## src/logic/scss_defs.svh

```systemverilog
// constants for the system clock source select block
`ifndef SCSS_DEFS_SVH
`define SCSS_DEFS_SVH

// source selection codes
`define SCSS_SEL_WAKEUP    2'h0
`define SCSS_SEL_RESERVED  2'h1
`define SCSS_SEL_OSC       2'h2
`define SCSS_SEL_DIRECT    2'h3

// vco band codes
`define SCSS_BAND_LOW      2'h0
`define SCSS_BAND_HIGH     2'h1

// field widths
`define SCSS_K1_W          10
`define SCSS_P_W           4
`define SCSS_N_W           7
`define SCSS_K2_W          7
`define SCSS_INC_W         16

// vco band limits as nco increments, scaled 50:110 and 100:160 MHz
`define SCSS_BAND0_MIN     16'h0500
`define SCSS_BAND0_MAX     16'h0B00
`define SCSS_BAND1_MIN     16'h0A00
`define SCSS_BAND1_MAX     16'h1000

// loop adjustment step and lock qualification
`define SCSS_INC_STEP      16'h0004
`define SCSS_LOCK_WINDOWS  4'h4

`endif

```

## src/logic/scss_pkg.sv

```systemverilog
// types for the system clock source select block
`include "scss_defs.svh"
package scss_pkg;

    // configuration of source selection and prescaler
    typedef struct packed {
        logic [1:0]             clock_source_select;
        logic                   vco_bypass;
        logic                   osc_from_internal;
        logic [`SCSS_K1_W-1:0]  prescaler_divider_field;
    } scss_sys_cfg_type;

    // configuration of the phase locked loop
    typedef struct packed {
        logic [`SCSS_P_W-1:0]   pll_input_divider_field;
        logic [`SCSS_N_W-1:0]   pll_feedback_multiplier_field;
        logic [`SCSS_K2_W-1:0]  pll_output_divider_field;
        logic [1:0]             vco_band_select;
    } scss_pll_cfg_type;

    // source currently driving the system clock
    typedef enum logic [2:0] {
        SCSS_SRC_WAKEUP,
        SCSS_SRC_PRESCALER,
        SCSS_SRC_PLL,
        SCSS_SRC_DIRECT
    } scss_src_type;

    // phase locked loop states
    typedef enum logic [1:0] {
        SCSS_PLL_OFF,
        SCSS_PLL_ACQUIRE,
        SCSS_PLL_LOCKED
    } scss_pll_state_type;

endpackage

```

## src/logic/scss_top.sv

```systemverilog
// system clock source selection, prescaler and digital pll model
`timescale 1ns/10ps
`default_nettype none
`include "scss_defs.svh"

// Contract
// - select 11 drives clock from external pin
// - select 10 with bypass uses prescaled oscillator
// - prescale factor is field plus one
// - prescaler reaches divide factor 1024
// - factor one passes oscillator with duty
// - select 10 without bypass enables pll
// - pll multiplies by N over P times K2
// - pll reference is crystal or internal source
// - pll adjusts frequency gradually, one step per window; a band change clamps it at once
// - system clock is vco divided by K2
// - band select sets vco frequency range
// - select 00 runs from wakeup clock
// - bypass with factor one passes the oscillator, one cycle later than direct drive passes the pin
module scss_top #(
    parameter int K1_W  = `SCSS_K1_W,
    parameter int P_W   = `SCSS_P_W,
    parameter int K2_W  = `SCSS_K2_W,
    parameter int INC_W = `SCSS_INC_W
) (
    input  wire logic                      clk_sys,              // system logic clock
    input  wire logic                      arst_n,               // async reset, active low
    input  wire logic                      external_clock_pin,   // direct drive clock level
    input  wire logic                      crystal_input_pin,    // crystal oscillator level
    input  wire logic                      internal_osc_clk,     // on-chip clock source level
    input  wire logic                      wakeup_clk,           // low-frequency wakeup level
    input  wire scss_pkg::scss_sys_cfg_type sys_cfg,             // source and prescaler config
    input  wire scss_pkg::scss_pll_cfg_type pll_cfg,             // pll config
    output var  logic                      sys_clk,              // generated system clock level
    output var  scss_pkg::scss_src_type    active_source,        // source now in use
    output var  logic                      pll_enable,           // pll running
    output var  logic                      pll_locked,           // pll frequency locked
    output var  logic [INC_W-1:0]          vco_increment         // current vco control word
);
    import scss_pkg::*;

    // oscillator path selection shared by prescaler and pll
    logic osc_level;
    logic k1_level;
    logic ref_level;
    logic k2_level;

    assign osc_level = sys_cfg.osc_from_internal ? internal_osc_clk
                                                 : crystal_input_pin;

    // prescaler: factor is field plus one, 10-bit field gives 1..1024
    scss_edge_div #(
        .W         (K1_W)
    ) u_k1_div (
        .clk_sys   (clk_sys),
        .arst_n    (arst_n),
        .in_level  (osc_level),
        .factor_m1 (sys_cfg.prescaler_divider_field),
        .out_level (k1_level)
    );

    // pll input divider P on the reference
    scss_edge_div #(
        .W         (P_W)
    ) u_p_div (
        .clk_sys   (clk_sys),
        .arst_n    (arst_n),
        .in_level  (osc_level),
        .factor_m1 (pll_cfg.pll_input_divider_field),
        .out_level (ref_level)
    );

    // decode of selected mode
    logic mode_pll;
    logic mode_presc;
    always_comb
    begin
        mode_pll   = (sys_cfg.clock_source_select == `SCSS_SEL_OSC)
                     && !sys_cfg.vco_bypass;
        mode_presc = (sys_cfg.clock_source_select == `SCSS_SEL_OSC)
                     && sys_cfg.vco_bypass;
    end

    // band limits of the controlled vco
    logic [INC_W-1:0] inc_min;
    logic [INC_W-1:0] inc_max;
    always_comb
    begin
        if (pll_cfg.vco_band_select == `SCSS_BAND_LOW)
        begin
            inc_min = `SCSS_BAND0_MIN;
            inc_max = `SCSS_BAND0_MAX;
        end
        else
        begin
            inc_min = `SCSS_BAND1_MIN;
            inc_max = `SCSS_BAND1_MAX;
        end
    end

    // numerically controlled vco: carry of the accumulator toggles its level
    logic [INC_W-1:0] nco_acc;
    logic             vco_level;
    logic [INC_W-1:0] next_nco_acc;
    logic             next_vco_level;
    logic [INC_W:0]   nco_sum;

    always_comb
    begin
        nco_sum        = {1'b0, nco_acc} + {1'b0, vco_increment};
        next_nco_acc   = nco_acc;
        next_vco_level = vco_level;
        if (pll_enable)
        begin
            next_nco_acc = nco_sum[INC_W-1:0];
            if (nco_sum[INC_W])
            begin
                next_vco_level = ~vco_level;
            end
        end
        else
        begin
            next_nco_acc   = '0;
            next_vco_level = 1'b0;
        end
    end

    always_ff @(posedge clk_sys or negedge arst_n)
    begin
        if (!arst_n)
        begin
            nco_acc   <= '0;
            vco_level <= 1'b0;
        end
        else
        begin
            nco_acc   <= next_nco_acc;
            vco_level <= next_vco_level;
        end
    end

    // output divider K2 after the vco
    scss_edge_div #(
        .W         (K2_W)
    ) u_k2_div (
        .clk_sys   (clk_sys),
        .arst_n    (arst_n),
        .in_level  (vco_level),
        .factor_m1 (pll_cfg.pll_output_divider_field),
        .out_level (k2_level)
    );

    // frequency loop: count vco periods per divided reference period
    scss_pll_state_type pll_state;
    scss_pll_state_type next_pll_state;
    logic               ref_prev;
    logic               vco_prev;
    logic [7:0]         fb_cnt;
    logic [3:0]         lock_cnt;
    logic               next_ref_prev;
    logic               next_vco_prev;
    logic [7:0]         next_fb_cnt;
    logic [3:0]         next_lock_cnt;
    logic [INC_W-1:0]   next_vco_increment;
    logic               next_pll_enable;
    logic               next_pll_locked;
    logic [7:0]         n_target;
    logic [INC_W:0]     inc_up;
    logic [INC_W-1:0]   inc_dn;
    logic               ref_rise;
    logic               vco_rise;

    always_comb
    begin
        n_target = {1'b0, pll_cfg.pll_feedback_multiplier_field} + 8'h01;
        ref_rise = ref_level && !ref_prev;
        vco_rise = vco_level && !vco_prev;
        inc_up   = {1'b0, vco_increment} + {1'b0, `SCSS_INC_STEP};
        inc_dn   = (vco_increment > inc_min + `SCSS_INC_STEP)
                   ? vco_increment - `SCSS_INC_STEP : inc_min;
        next_ref_prev      = ref_level;
        next_vco_prev      = vco_level;
        next_pll_state     = pll_state;
        next_fb_cnt        = fb_cnt;
        next_lock_cnt      = lock_cnt;
        next_vco_increment = vco_increment;
        case (pll_state)
            SCSS_PLL_OFF:
            begin
                next_fb_cnt        = 8'h00;
                next_lock_cnt      = 4'h0;
                next_vco_increment = inc_min;
                if (mode_pll)
                begin
                    next_pll_state = SCSS_PLL_ACQUIRE;
                end
            end
            default:
            begin
                if (vco_rise && fb_cnt != 8'hFF)
                begin
                    next_fb_cnt = fb_cnt + 8'h01;
                end
                if (ref_rise)
                begin
                    next_fb_cnt = 8'h00;
                    // one step per window keeps the frequency moving smoothly
                    if (fb_cnt < n_target)
                    begin
                        next_vco_increment = (inc_up > {1'b0, inc_max})
                                             ? inc_max : inc_up[INC_W-1:0];
                        next_lock_cnt      = 4'h0;
                        next_pll_state     = SCSS_PLL_ACQUIRE;
                    end
                    else if (fb_cnt > n_target)
                    begin
                        next_vco_increment = inc_dn;
                        next_lock_cnt      = 4'h0;
                        next_pll_state     = SCSS_PLL_ACQUIRE;
                    end
                    else if (lock_cnt == `SCSS_LOCK_WINDOWS)
                    begin
                        next_pll_state = SCSS_PLL_LOCKED;
                    end
                    else
                    begin
                        next_lock_cnt = lock_cnt + 4'h1;
                    end
                end
                // band change clamps the control word into the new range
                if (next_vco_increment > inc_max)
                begin
                    next_vco_increment = inc_max;
                end
                else if (next_vco_increment < inc_min)
                begin
                    next_vco_increment = inc_min;
                end
                if (!mode_pll)
                begin
                    next_pll_state = SCSS_PLL_OFF;
                end
            end
        endcase
        next_pll_enable = (next_pll_state != SCSS_PLL_OFF);
        next_pll_locked = (next_pll_state == SCSS_PLL_LOCKED);
    end

    always_ff @(posedge clk_sys or negedge arst_n)
    begin
        if (!arst_n)
        begin
            pll_state     <= SCSS_PLL_OFF;
            ref_prev      <= 1'b0;
            vco_prev      <= 1'b0;
            fb_cnt        <= 8'h00;
            lock_cnt      <= 4'h0;
            vco_increment <= `SCSS_BAND0_MIN;
            pll_enable    <= 1'b0;
            pll_locked    <= 1'b0;
        end
        else
        begin
            pll_state     <= next_pll_state;
            ref_prev      <= next_ref_prev;
            vco_prev      <= next_vco_prev;
            fb_cnt        <= next_fb_cnt;
            lock_cnt      <= next_lock_cnt;
            vco_increment <= next_vco_increment;
            pll_enable    <= next_pll_enable;
            pll_locked    <= next_pll_locked;
        end
    end

    // system clock source multiplexer
    logic         next_sys_clk;
    scss_src_type next_active_source;
    always_comb
    begin
        next_sys_clk       = wakeup_clk;
        next_active_source = SCSS_SRC_WAKEUP;
        case (sys_cfg.clock_source_select)
            `SCSS_SEL_DIRECT:
            begin
                next_sys_clk       = external_clock_pin;
                next_active_source = SCSS_SRC_DIRECT;
            end
            `SCSS_SEL_OSC:
            begin
                if (mode_presc)
                begin
                    next_sys_clk       = k1_level;
                    next_active_source = SCSS_SRC_PRESCALER;
                end
                else
                begin
                    next_sys_clk       = k2_level;
                    next_active_source = SCSS_SRC_PLL;
                end
            end
            `SCSS_SEL_WAKEUP:
            begin
                next_sys_clk       = wakeup_clk;
                next_active_source = SCSS_SRC_WAKEUP;
            end
            default:
            begin
                // reserved code stays on the wakeup clock
                next_sys_clk       = wakeup_clk;
                next_active_source = SCSS_SRC_WAKEUP;
            end
        endcase
    end

    always_ff @(posedge clk_sys or negedge arst_n)
    begin
        if (!arst_n)
        begin
            sys_clk       <= 1'b0;
            active_source <= SCSS_SRC_WAKEUP;
        end
        else
        begin
            sys_clk       <= next_sys_clk;
            active_source <= next_active_source;
        end
    end
endmodule // scss_top
`default_nettype wire

```

## src/logic/scss_edge_div.sv

```systemverilog
// clock level divider by factor field plus one, counting both edges
`timescale 1ns/10ps
`default_nettype none
module scss_edge_div #(
    parameter int W = 10
) (
    input  wire logic         clk_sys,     // system clock
    input  wire logic         arst_n,      // async reset, active low
    input  wire logic         in_level,    // sampled input clock level
    input  wire logic [W-1:0] factor_m1,   // divide factor minus one
    output var  logic         out_level    // divided clock level
);
    logic         in_prev;
    logic [W-1:0] edge_cnt;
    logic         next_in_prev;
    logic [W-1:0] next_edge_cnt;
    logic         next_out_level;

    // toggle every factor input edges: output period is factor input periods
    always_comb
    begin
        next_in_prev   = in_level;
        next_edge_cnt  = edge_cnt;
        next_out_level = out_level;
        if (factor_m1 == '0)
        begin
            next_edge_cnt  = '0;
            next_out_level = in_level;   // pass through keeps duty cycle
        end
        else if (in_level != in_prev)
        begin
            if (edge_cnt == factor_m1)
            begin
                next_edge_cnt  = '0;
                next_out_level = ~out_level;
            end
            else
            begin
                next_edge_cnt = edge_cnt + 1'b1;
            end
        end
    end

    // state registers
    always_ff @(posedge clk_sys or negedge arst_n)
    begin
        if (!arst_n)
        begin
            in_prev   <= 1'b0;
            edge_cnt  <= '0;
            out_level <= 1'b0;
        end
        else
        begin
            in_prev   <= next_in_prev;
            edge_cnt  <= next_edge_cnt;
            out_level <= next_out_level;
        end
    end
endmodule // scss_edge_div
`default_nettype wire

```

## config.mk

```make
export PLATFORM = sky130hd
export DESIGN_NAME = scss_top
export DESIGN_NICKNAME = d
export VERILOG_FILES = /design/src/logic/scss_pkg.sv /design/src/logic/scss_top.sv /design/src/logic/scss_edge_div.sv
export VERILOG_INCLUDE_DIRS = /design/src /design/src/logic
export SDC_FILE = /design/constraint.sdc
export NUM_CORES = 1
export LEC_CHECK = 0
export BUFFER_PORTS_ARGS = -buffer_cell sky130_fd_sc_hd__buf_2
export CORE_MARGIN = 5
export CORE_UTILIZATION = 55
export CTS_CLUSTER_DIAMETER = 80
export DETAILED_ROUTE_END_ITERATION = 16
export GPL_ROUTABILITY_DRIVEN = 0
export PLACE_DENSITY_LB_ADDON = 0.25
export SYNTH_ARGS = -nofsm -noshare
export SYNTH_HDL_FRONTEND = slang
export SYNTH_SLANG_ARGS = --single-unit
export TNS_END_PERCENT = 100
```

## constraint.sdc

```tcl
create_clock -name clk_sys -period 9.2 [get_ports clk_sys]
set_clock_uncertainty 0.15 [all_clocks]
set_input_delay 0 -clock clk_sys [delete_from_list [all_inputs] [get_ports clk_sys]]
set_output_delay 0 -clock clk_sys [all_outputs]
set_load 0.02 [all_outputs]
```

Word-level counts from Yosys, hierarchy flattened. Cells that the tools add are included.

Bitwise operators: 4. Multiplexer cells: 52. $lt $le $gt $ge: 6. Add/sub/neg operators: 10. Reduce and logical (&&, ||, !) cells: 26. Eq/ne operators: 12.

Operator list (number): 16-bit two-way mux (10); 16-bit greater-than comparator (2); 4-bit two-way mux (8); 10-bit two-way mux (3); 8-bit two-way mux (3); 7-bit two-way mux (3); 16-bit by 16-bit adder with 17-bit output (1); 16-bit by 3-bit adder with 17-bit output (second input constant) (1); 17-bit by 16-bit greater-than comparator with 1-bit output (1); 16-bit by 3-bit adder with 16-bit output (second input constant) (1); 16-bit less-than comparator (1); 2-bit two-way mux (8); 2-bit nonzero test (8); 16-bit by 3-bit subtractor with 16-bit output (second input constant) (1); 1-bit two-way mux (13); 13-bit two-way mux (1); 12-bit two-way mux (1); 10-bit by 1-bit adder with 10-bit output (second input constant) (1); 10-bit equality test (1); 10-bit zero test (1); 4-bit by 1-bit adder with 4-bit output (second input constant) (2); 7-bit by 1-bit adder with 8-bit output (second input constant) (1); 8-bit by 1-bit adder with 8-bit output (second input constant) (1); 8-bit greater-than comparator (1); 20 further kinds (36).

Logic and storage cells: 129. Flip-flop bits (word level): 80.

Logic depth before layout (Yosys ltp). Gate-level depths: netlist of the first run.

Word-level depth: 13. Gate-level depth with buffers: 22. Gate-level depth less buffers: 22.

Modules after synthesis. Synthesis of the first run repeated with hierarchy kept, for this count alone.

Cells, all modules: 722. Area, all modules: 6426.2 µm².

Modules (own cells, without submodules): scss_top (sequential area each 1353.8 µm², times used 1, area each 4669.5 µm², cells an instance 528); scss_edge_div at u_k1_div (sequential area each 300.3 µm², times used 1, area each 795.8 µm², cells an instance 96); scss_edge_div at u_k2_div (sequential area each 225.2 µm², times used 1, area each 580.6 µm², cells an instance 59); scss_edge_div at u_p_div (sequential area each 150.1 µm², times used 1, area each 380.4 µm², cells an instance 39).

Least setup slack after synthesis of the first run. OpenSTA, ideal clock, no wires.

Path type: reg-to-reg. Start point: reg vco_increment[3]. End point: reg vco_increment[8]. Data required time: 8972 ps. Arrival: 4618 ps. Buffers on the path: 0. Setup slack: 4354 ps. Stages on the path, launching flop included: 20. Cells stage by stage: dfrtp_1 > ha_1 > nand4_2 > nor2_1 > nand3_1 > xnor2_1 > ha_1 > a2111oi_0 > a31o_1 > a21oi_2 > or3_1 > a31oi_1 > nor2_1 > ha_1 > nand4_1 > a21oi_1 > nand4_1 > or4_4 > a21oi_2 > mux2i_1.

Longest elaborated chain between the ends: 10. Elaborated cells between the ends (all ways): 15. Classes of those cells: add/sub: 2; order compare: 4; mux: 9.

RTL lines: start, declared (RTL line scss_top.sv:38) `output var logic [INC_W-1:0] vco_increment`; start signal, assigned (RTL line scss_top.sv:258) `` vco_increment <= `SCSS_BAND0_MIN; ``; start signal, assigned (RTL line scss_top.sv:269) `vco_increment <= next_vco_increment;`; 16-bit by 3-bit adder with 17-bit output (tied with other cells) (RTL line scss_top.sv:178) `` inc_up = {1'b0, vco_increment} + {1'b0, `SCSS_INC_STEP}; ``; 17-bit by 16-bit greater-than comparator with 1-bit output / 16-bit two-way mux (equally long branches) (RTL line scss_top.sv:210, scss_top.sv:179); 16-bit two-way mux (on tied branches) (RTL line scss_top.sv:211, scss_top.sv:215); 16-bit two-way mux (RTL line scss_top.sv:208) `if (fb_cnt < n_target)`; 16-bit two-way mux * (RTL line scss_top.sv:204) `if (ref_rise)`; 16-bit two-way mux * (RTL line scss_top.sv:187) `case (pll_state)`; 16-bit less-than comparator (RTL line scss_top.sv:235) `else if (next_vco_increment < inc_min)`; 16-bit two-way mux (RTL line scss_top.sv:235); 16-bit two-way mux * (RTL line scss_top.sv:231) `if (next_vco_increment > inc_max)`; 16-bit two-way mux * (RTL line scss_top.sv:187); via next_vco_increment[8] (RTL line scss_top.sv:164) `logic [INC_W-1:0] next_vco_increment;`.

The timed path passes the listed nets; every way through them passes the cells marked *. The select of a mux whose other input is x is not followed. A chain may end at the register's enable or synchronous reset.

Final worst setup path of the first run.
Start point: reg vco_increment[2]. End point: reg vco_increment[8].

The elaborated chain is that of the path after synthesis.

==> impl_metrics.py, run 1 <==
metrics = {
    "run_status": {
        "outcome": "finished clean",
    },
    "critical_path": {
        "required_ns": 9.32,
        "worstPathCellList": "ha_1, nand4_2, nor2_1, nand3_1, xnor2_1, ha_1, a2111oi_0, a31o_1, a21oi_2, or3_1, a31oi_1, nor2_1, ha_1, nand4_1, a21oi_1, nand4_1, or4_4, a21oi_2, mux2i_1",
        "worst-setup-path-type": "flip-flop to flip-flop",
        "critPathMaxFanout": 12,
        "cpPeakStageDelay_ns": 0.54,
        "cp-end-kind": "flip-flop",
        "path_common_cell": "ha_1",
        "worst_path_max_delay_cell": "dfrtp_1",
        "critPathBufInv": 0,
        "crit_path_start_kind": "flip-flop",
        "cp.arrival_ns": 5.65,
        "critical_path.top_delay_family": "simple AND/OR/NAND/NOR gates",
    },
    "grt": {
        "grt_pass1_wl_um": 26200,
        "track_usage_pct": 24.1,
        "antenna_found_initial": 0,
        "grt_pass1_vias": 5703,
        "grt_overflow": 0,
        "grt_max_degree": 80,
    },
    "cts": {
        "post_cts_buffers": 0,
        "clk_pin_slew_worst_paths_ns": 0.08,
        "numCtsBuffers": 9,
        "root_buffer": "clkbuf_8",
        "cts_tree": "yes",
        "ctsHtreeMaxLevel": 3,
        "clock_sinks": 79,
        "cts_max_path_buffers": 2,
        "clock_latency_ns": 0.35,
    },
    "logic_synthesis": {
        "synth_edf_count": 0,
        "synth_cell_types": 85,
        "ys_seq_area_share_pct": 32.4,
        "async_reset_ff_share_pct": 100,
        "syn_inst": 701,
        "synth_area_um2": 6110,
        "ys_ff_latch": 79,
        "ys_warn_count": 0,
        "avgSynthCellArea_um2": 8.71,
        "synth_ff_type": "dfrtp_1",
    },
    "job": {
        "drv_cap": 0,
    },
    "sta": {
        "whs_ns": 0.0133,
        "fin_crit_ns": 5.53,
        "relSlewSlack_pct": 34.5,
        "rsz0062_at_grt": "no",
        "max_freq_ghz": 0.181,
        "tightest_slew_ns": 0.982,
        "slew_viol_final": 0,
        "period_share_pct": 60.1,
        "tns_ns": 0,
        "hold_viol": 0,
        "finalSetupViolCount": 0,
    },
    "power": {
        "finalPower_mw": 1.11,
        "p_per_area_nw_per_um2": 162,
        "vdd_drop_max_v": 0.000104,
        "p_leak_nw": 3.10,
    },
    "floorplan": {
        "die_w_um": 115,
        "start_util_pct": 56.3,
        "core_region_area_um2": 10800,
        "dieArea_um2": 13300,
        "die_y_um": 115,
        "rows": 38,
        "num_io_pins": 62,
    },
    "worst_hold_path": {
        "hold_path_class": "primary input to flip-flop",
    },
    "finish": {
        "nets": 862,
        "antenna_cells": 0,
        "nFillCells": 948,
        "fin_util_pct": 63.2,
        "drive_gt1_share_pct": 14.6,
        "syn2layout_area_growth_pct": 12.2,
    },
    "routing": {
        "wl_um": 15200,
        "drc_errors": 0,
        "drtIter0Drc": 386,
        "wire_per_inst_um": 16.7,
        "ant_nets": 0,
        "routed_via_density": 6.12,
        "via_count": 5596,
        "drtPass1Iterations": 5,
    },
    "place": {
        "hpwlAfterDp_um": 11400,
        "port-buffer-count": 60,
    },
}
==> routing by layer <==
layer | GRT usage [%] | vias up | part of all wire (%)
li1 | - | 2707 | -
met1 | 30.2 | 2636 | 43
met2 | 41.1 | 213 | 47
met3 | 4.21 | 40 | 7.0
met4 | 9.86 | 0 | 3.0
met5 | 0 | - | 0
==> cell usage in the layout (no fill, tap or decap), types with 19 or more instances in the layout <==
cell type and n:
dfrtp_1 77, nand2_1 65, nor2_1 60, buf_2 59
ha_1 50, a21oi_1 38, o21ai_0 35, xor2_1 29
xnor2_1 28, nand3_1 27, inv_1 21, and2_1 21
nand4_1 19, nor3_1 19
==> state kept, by name, indices dropped and copies added (netlist names) <==
register	flops
u_p_div.edge_cnt	4
next_vco_prev	1
nco_acc	16
lock_cnt	4
active_source	2
pll_locked	1
u_p_div.out_level	1
vco_increment	16
u_k2_div.edge_cnt	7
pll_enable	1
u_k2_div.in_prev	1
u_k1_div.edge_cnt	10
fb_cnt	8
u_k1_div.out_level	1
u_p_div.in_prev	1
pll_state	2
ref_prev	1
sys_clk	1
u_k2_div.out_level	1
==> through the flow <==
| step | cells | worst slack [ns] | area, µm² |
|---|---|---|---|
| 2_1_floorplan | 704 | 4.35 | 6120 |
| 3_3_place_gp | 887 | 4.06 | 6510 |
| 6_report | 915 | 3.67 | 6850 |
| 4_1_cts | 915 | 3.75 | 6850 |
| 5_1_grt | 915 | 3.32 | 6850 |
| 3_5_place_dp | 887 | 3.83 | 6510 |
==> worst register-to-register path, delay by kind of cell (launching register included) <==
kind	cells	cell delay, ns
AO/OA/AOI/OAI	6	1.49
XOR/XNOR	1	0.18
adder cells (fa/ha/maj)	3	1.03
flip-flops	1	0.54
multiplexers	1	0.21
AND/OR/NAND/NOR	8	1.88
==> report_power, final <==
group	switching, mW	internal (mW)	total (mW)
Sequential	0.0705	0.390	0.461
Clock	0.121	0.158	0.279
Combinational	0.216	0.157	0.373
Total	0.408	0.705	1.11
==> repair_timing <==
action                                  in CTS  in global routing
endpoints found under the hold margin       86                  0
hold buffers                                13                  0
resized for setup                            0                  0
endpoints found under the setup margin       0                  0
==> cells in the mapped netlist (all sizes together) (3+ instances only) <==
library cell / n / area (µm²)
nand2b: 7 / 43.8
ha: 50 / 626
inv: 21 / 78.8
nand2: 66 / 250
nor3: 20 / 105
nor2: 61 / 231
a221oi: 3 / 32.5
or2: 12 / 75.1
o21ai: 37 / 189
mux2: 3 / 33.8
dfrtp: 77 / 1930
nor3b: 3 / 22.5
nor4: 14 / 109
o211ai: 8 / 60.1
a21o: 9 / 68.8
mux2i: 6 / 60.1
nor2b: 7 / 43.8
nand4: 20 / 131
a211o: 3 / 26.3
a2111oi: 5 / 45.0
or3: 8 / 50.1
a211oi: 5 / 42.5
and2: 22 / 138
xor2: 29 / 254
buf: 8 / 56.3
or4: 3 / 33.8
and3: 13 / 81.3
a21oi: 41 / 216
nand3: 28 / 145
o31a: 5 / 43.8
clkbuf: 10 / 37.5
a31oi: 12 / 75.1
o21a: 9 / 67.6
xnor2: 28 / 245
o31ai: 5 / 37.5
==> kinds of logic after synthesis <==
logic type	Yosys count	synth area share [%]
buf+inv	39	2.83
mux	9	1.54
xor+xnor	57	8.18
simple gates	296	25.6
compound gates	169	18.8
fa+ha+maj	51	10.6
other cells	1	0.0614
flops	79	32.4
==> final cells by class <==
type / instances / area (µm²) / area share [%]
clock buffer: 11 / 141 / 2.06
clock inverter: 4 / 70.1 / 1.02
inverter: 21 / 78.8 / 1.15
multi-input combinational: 586 / 3970 / 57.9
sequential: 79 / 1980 / 28.9
tap: 140 / 175 / 2.56
timing repair buffer: 74 / 440 / 6.43
==> path summary, 6_finish.rpt <==
path                            slack (ns)                        from  cells after the start                        endpoint
worst min-delay path                  0.01            internal_osc_clk                      3  u_k1_div.out_level$_DFFE_PN0P_
max in group asynchronous             8.06                      arst_n                      2      vco_increment[6]$_DFF_PN0_
worst max-delay path                  3.67  vco_increment[2]$_DFF_PN0_                     19      vco_increment[8]$_DFF_PN1_
min in group asynchronous             0.21                      arst_n                      2      active_source[0]$_DFF_PN0_
worst max register to register        3.67  vco_increment[2]$_DFF_PN0_                     19      vco_increment[8]$_DFF_PN1_
worst min register to register        0.30   next_vco_prev$_DFFE_PN0P_                      0      u_k2_div.in_prev$_DFF_PN0_
Power figures use the tool's default switching activity.
==> inputs of run 2 (changes only) <==
--- a/config.mk
+++ b/config.mk
@@ -6,6 +6,7 @@
 export SDC_FILE = /design/constraint.sdc
 export NUM_CORES = 1
 export LEC_CHECK = 0
+export ABC_AREA = 1
 export BUFFER_PORTS_ARGS = -buffer_cell sky130_fd_sc_hd__buf_2
 export CORE_MARGIN = 5
 export CORE_UTILIZATION = 55
==> constraint.sdc (replaced) <==
create_clock -name clk_sys -period 5.4 [get_ports clk_sys]
set_clock_uncertainty 0.15 [all_clocks]
set_input_delay 0 -clock clk_sys [delete_from_list [all_inputs] [get_ports clk_sys]]
set_output_delay 0 -clock clk_sys [all_outputs]
set_load 0.02 [all_outputs]
==> run 2 against run 1 <==
Effect of this change: global-route usage shrank 1.2 points; wire length grew 2.8%; critical path depth grew 11; sequential cell count is the same; setup slack lost 2.9 ns; first-iteration DRC count grew 33%; critical path type is now primary input to flip-flop; largest power group unchanged.
==> impl_metrics.py, run 2 <==
metrics = {
    "sta": {
        "rsz0062_at_grt": "no",
        "hold_viol": 0,
        "tns_ns": 0,
        "tightest_slew_ns": 1.02,
        "fin_crit_ns": 4.68,
        "relSlewSlack_pct": 32.2,
        "period_share_pct": 86.6,
        "max_freq_ghz": 0.214,
        "slew_viol_final": 0,
        "finalSetupViolCount": 0,
    },
    "run_status": {
        "outcome": "finished clean",
    },
    "logic_synthesis": {
        "ys_top_cells_by_count": "nand2_1 (198), nor2_1 (121), inv_1 (111)",
        "yosysMostFrequentCell": "nand2_1",
        "synth_top_area_cell": "dfrtp_1",
        "ys_seq_area_share_pct": 31.0,
        "ys_warn_count": 0,
        "synth_edf_count": 0,
        "synth_top_area_share_pct": 30.2,
        "synth_ff_type": "dfrtp_1",
        "synth_cell_types": 53,
        "syn_inst": 909,
        "ys_ff_latch": 79,
        "synth_area_um2": 6390,
        "async_reset_ff_share_pct": 100,
        "avgSynthCellArea_um2": 7.03,
        "synth.area.top_cells": "dfrtp_1 (30%), nand2_1 (12%), ha_1 (9.8%)",
    },
    "floorplan": {
        "rows": 39,
        "num_io_pins": 62,
        "core_region_area_um2": 11400,
        "start_util_pct": 56.0,
        "die_w_um": 118,
        "dieArea_um2": 13900,
        "die_y_um": 118,
    },
    "place": {
        "hpwlAfterDp_um": 11900,
        "placedCellCount": 1107,
        "port-buffer-count": 60,
    },
    "cts": {
        "clock_sinks": 79,
        "ctsHtreeMaxLevel": 3,
        "numCtsBuffers": 9,
        "cts_tree": "yes",
        "root_buffer": "clkbuf_16",
        "clk_pin_slew_worst_paths_ns": 0.06,
        "cts_resized": 0,
        "post_cts_buffers": 0,
        "hold_buffers": 17,
        "cts_max_path_buffers": 2,
        "clock_latency_ns": 0.34,
    },
    "critical_path": {
        "critPathBufInv": 6,
        "worst-setup-path-type": "primary input to flip-flop",
        "critPathMaxFanout": 13,
        "cp.arrival_ns": 4.76,
        "cpPeakStageDelay_ns": 0.55,
        "path_common_cell": "nand2_1",
        "required_ns": 5.48,
        "critical_path.top_delay_family": "buffers and inverters",
        "cp-end-kind": "flip-flop",
        "crit_path_start_kind": "primary input",
        "worst_path_max_delay_cell": "dlygate4sd3_1",
    },
    "worst_hold_path": {
        "hold_path_class": "primary input to flip-flop",
    },
    "job": {
        "drv_cap": 0,
    },
    "grt": {
        "grt_overflow": 0,
        "grt_pass1_vias": 5682,
        "antenna_found_initial": 0,
        "grt_max_degree": 80,
        "grt_pass1_wl_um": 26800,
        "track_usage_pct": 22.9,
    },
    "power": {
        "finalPower_mw": 2.04,
        "p_leak_nw": 3.70,
        "vdd_drop_max_v": 0.000228,
        "p_per_area_nw_per_um2": 279,
    },
    "finish": {
        "reg_top3": "nco_acc x16, vco_increment x16, u_k1_div.edge_cnt x10",
        "final_common_cell": "nand2_1",
        "final_cell_mix": "nand2_1 (198), nor2_1 (121), inv_1 (111)",
        "nets": 1083,
        "syn2layout_area_growth_pct": 14.3,
        "antenna_cells": 0,
        "fin_util_pct": 63.9,
        "drive_gt1_share_pct": 11.9,
        "fin_cells": 1138,
    },
    "routing": {
        "wire_per_inst_um": 13.8,
        "via_count": 6160,
        "ant_nets": 0,
        "drtPass1Iterations": 6,
        "routed_via_density": 5.41,
        "drtIter0Drc": 515,
        "drc_errors": 0,
        "wl_um": 15700,
    },
}
==> run 2: per-layer routing <==
metal  vias to the layer above  GRT usage (%)  wire length (µm)
li1                       3170              -                 -
met1                      2787           31.3              7380
met2                       175           36.2              7030
met3                        28           4.76               901
met4                         0           7.81               368
met5                         -              0                 0
==> run 2: tightest hold or removal path: stages <==
cell and delay, ns:
buf_2 0.09, nor4_1 0.08, nor2_1 0.14, nand3_1 0.07, o21ai_0 0.07
==> run 2: per-stage QoR <==
stage | hold slack, ns | instance area, µm² | setup slack, ns
finish | 0.00763 | 7300 | 0.722
global placement | 0.0662 | 6840 | 1.09
detailed placement | 0.0726 | 6840 | 0.957
global route | 0.0695 | 7300 | 0.250
floorplan | -0.446 | 6400 | 1.32
CTS | 0.00577 | 7300 | 0.811
==> run 2: power by group <==
part	internal (mW)	total [mW]	switching (mW)	leakage, nW
combinational	0.252	0.663	0.411	2.54
clock	0.364	0.606	0.242	0.140
sequential	0.676	0.770	0.0940	1.03
total	1.29	2.04	0.747	3.70
==> run 2: path summary, 6_finish.rpt <==
check / start / to / slack (ns) / depth (start not counted)
min reg2reg: u_p_div.out_level$_DFFE_PN0P_ / ref_prev$_DFF_PN0_ / 0.26 / 0
min in group asynchronous: arst_n / fb_cnt[3]$_DFFE_PN0P_ / 0.22 / 2
max reg2reg: vco_increment[2]$_DFF_PN0_ / vco_increment[9]$_DFF_PN0_ / 0.89 / 32
max in group asynchronous: arst_n / vco_increment[13]$_DFF_PN0_ / 4.22 / 2
min: pll_cfg[18] / u_p_div.edge_cnt[1]$_DFFE_PN0P_ / 0.008 / 5
max: pll_cfg[0] / vco_increment[9]$_DFF_PN0_ / 0.72 / 30
==> run 2: kinds of logic after synthesis <==
kind of cell | synth area share (%)
mux | 0.176
fa+ha+maj | 10.1
compound gates | 12.7
buf+inv | 7.71
simple gates | 34.0
other cells | 0.0587
flops | 31.0
xor+xnor | 4.25
==> run 2: final cells by class <==
| cell class | count | area (µm²) |
|---|---|---|
| Inverter | 115 | 432 |
| Clock buffer | 10 | 239 |
| Sequential cell | 79 | 1980 |
| Clock inverter | 4 | 47.5 |
| Fill cell | 1059 | 4120 |
| Tap cell | 143 | 179 |
| Timing Repair Buffer | 80 | 495 |
| Multi-Input combinational cell | 707 | 3930 |
==> inputs of run 3 (changes only) <==
--- a/config.mk
+++ b/config.mk
@@ -10,6 +10,7 @@
 export BUFFER_PORTS_ARGS = -buffer_cell sky130_fd_sc_hd__buf_2
 export CORE_MARGIN = 5
 export CORE_UTILIZATION = 55
+export CTS_BUF_LIST = sky130_fd_sc_hd__clkbuf_4 sky130_fd_sc_hd__clkbuf_8
 export CTS_CLUSTER_DIAMETER = 80
 export DETAILED_ROUTE_END_ITERATION = 16
 export GPL_ROUTABILITY_DRIVEN = 0
==> constraint.sdc (replaced) <==
create_clock -name clk_sys -period 6 [get_ports clk_sys]
set_clock_uncertainty 0.15 [all_clocks]
set_input_delay 0 -clock clk_sys [delete_from_list [all_inputs] [get_ports clk_sys]]
set_output_delay 0 -clock clk_sys [all_outputs]
set_load 0.02 [all_outputs]
==> run 3 against run 2 <==
Effect of this change: sequential cell count did not move; final area fell by 0.62%; sequential power fell by 9.7%; critical path depth rose by 1; combinational power fell by 11%; final cell count rose by 0.35%; largest power group unchanged; first-iteration DRC count rose by 0.58%; critical path type unchanged.
==> impl_metrics.py, run 3 (synthesized netlist as in run 2, its figures left out) <==
metrics = {
    "grt": {
        "grt_pass1_vias": 5672,
        "grt_overflow": 0,
        "antenna_found_initial": 0,
        "grt_max_degree": 80,
        "grt_pass1_wl_um": 27100,
        "track_usage_pct": 22.8,
    },
    "cts": {
        "cts_resized": 0,
        "ctsHtreeMaxLevel": 3,
        "root_buffer": "clkbuf_8",
        "post_cts_buffers": 0,
        "numCtsBuffers": 9,
        "cts_max_path_buffers": 2,
        "clock_sinks": 79,
        "clk_pin_slew_worst_paths_ns": 0.09,
        "cts_tree": "yes",
        "clock_latency_ns": 0.36,
    },
    "floorplan": {
        "rows": 39,
        "dieArea_um2": 13900,
        "core_region_area_um2": 11400,
        "num_io_pins": 62,
        "die_w_um": 118,
        "die_y_um": 118,
        "start_util_pct": 56.0,
    },
    "sta": {
        "relSlewSlack_pct": 32.6,
        "period_share_pct": 77.4,
        "rsz0062_at_grt": "no",
        "fin_crit_ns": 4.65,
        "slew_viol_final": 0,
        "max_freq_ghz": 0.215,
        "tns_ns": 0,
        "finalSetupViolCount": 0,
        "hold_viol": 0,
        "whs_ns": 0.0270,
        "tightest_slew_ns": 1.01,
    },
    "finish": {
        "fin_util_pct": 63.5,
        "final_cell_mix": "nand2_1 (198), nor2_1 (121), inv_1 (111)",
        "antenna_cells": 0,
        "drive_gt1_share_pct": 11.9,
        "nets": 1085,
        "final_common_cell": "nand2_1",
        "syn2layout_area_growth_pct": 13.6,
        "reg_top3": "nco_acc x16, vco_increment x16, u_k1_div.edge_cnt x10",
    },
    "critical_path": {
        "cpPeakStageDelay_ns": 0.55,
        "required_ns": 6.10,
        "path_common_cell": "nand2_1",
        "worst-setup-path-type": "primary input to flip-flop",
        "worst_path_max_delay_cell": "dlygate4sd3_1",
        "crit_path_start_kind": "primary input",
        "cp-end-kind": "flip-flop",
        "critPathMaxFanout": 13,
        "timing.reg2reg.setup_slack_ns": 1.50,
        "cp.arrival_ns": 4.75,
    },
    "job": {
        "drv_cap": 0,
    },
    "routing": {
        "drtIter0Drc": 518,
        "drc_errors": 0,
        "routed_via_density": 5.43,
        "wire_per_inst_um": 13.8,
        "drtPass1Iterations": 8,
        "ant_nets": 0,
        "wl_um": 15800,
        "via_count": 6200,
    },
    "worst_hold_path": {
        "hold_path_class": "primary input to flip-flop",
    },
    "power": {
        "p_leak_nw": 3.68,
        "vdd_drop_max_v": 0.000185,
        "p_per_area_nw_per_um2": 239,
    },
    "place": {
        "hpwlAfterDp_um": 11800,
        "port-buffer-count": 60,
    },
    "run_status": {
        "outcome": "finished clean",
    },
}
==> run 3: cell types whose count changed in the layout (fill, tap and decap cells not counted) <==
cell and change:
buf_4 -1, bufinv_16 +1, clkbuf_16 -9, clkbuf_8 +8
dlygate4sd3_1 +3, inv_6 +2
==> run 3: what timing repair did <==
| item | in CTS | in global routing |
|---|---|---|
| setup endpoints to repair | 0 | 0 |
| hold endpoints to repair | 88 | 0 |
| hold buffers | 20 | 0 |
==> run 3: through the flow <==
step / instances / setup WS [ns] / power, mW / instance area [µm²]
2_1_floorplan: 912 / 1.92 / 1.13 / 6400
3_3_place_gp: 1106 / 1.69 / 1.27 / 6840
3_5_place_dp: 1106 / 1.57 / 1.28 / 6840
4_1_cts: 1142 / 1.43 / 1.74 / 7260
5_1_grt: 1142 / 0.942 / 1.87 / 7260
6_report: 1142 / 1.35 / 1.74 / 7260
==> run 3: where the power goes <==
group / switching [mW] / internal, mW / total (mW) / leakage [nW]
Combinational: 0.366 / 0.226 / 0.592 / 2.55
Sequential: 0.0876 / 0.607 / 0.695 / 1.03
Clock: 0.215 / 0.236 / 0.451 / 0.110
Total: 0.668 / 1.07 / 1.74 / 3.68
==> run 3: cell type report <==
cell class | count | area, µm²
clock buffer | 9 | 124
clock inverter | 7 | 95.1
fill | 1087 | 4160
inverter | 115 | 432
multi-input combinational | 707 | 3930
sequential | 79 | 1980
tap | 143 | 179
timing repair buffer | 82 | 518
==> run 3: critical path: cells and delay by family <==
kind / cells / cell delay, ns
adders and majority gates: 2 / 0.69
AOI/OAI and AO/OA: 5 / 0.71
buffers and inverters: 7 / 1.92
and+or+nand+nor: 17 / 1.43
==> run 3: final timing paths <==
path                                                    to  cells past startpoint                          start
min in group asynchronous  u_p_div.edge_cnt[1]$_DFFE_PN0P_                      2                         arst_n
max reg2reg                     vco_increment[9]$_DFF_PN0_                     32     vco_increment[2]$_DFF_PN0_
min reg2reg                             ref_prev$_DFF_PN0_                      0  u_p_div.out_level$_DFFE_PN0P_
min                          u_p_div.out_level$_DFFE_PN0P_                      6               internal_osc_clk
max                             vco_increment[9]$_DFF_PN0_                     31                     pll_cfg[0]
max in group asynchronous           pll_state[0]$_DFF_PN0_                      2                         arst_n
==> run 3: routing by layer <==
metal	up-vias	global-route usage (%)	share of wire, %
met4	0	5.81	1.7
met3	24	4.32	6.1
met5	-	0	0
li1	3168	-	-
met1	2808	32.2	47
met2	200	36.1	45
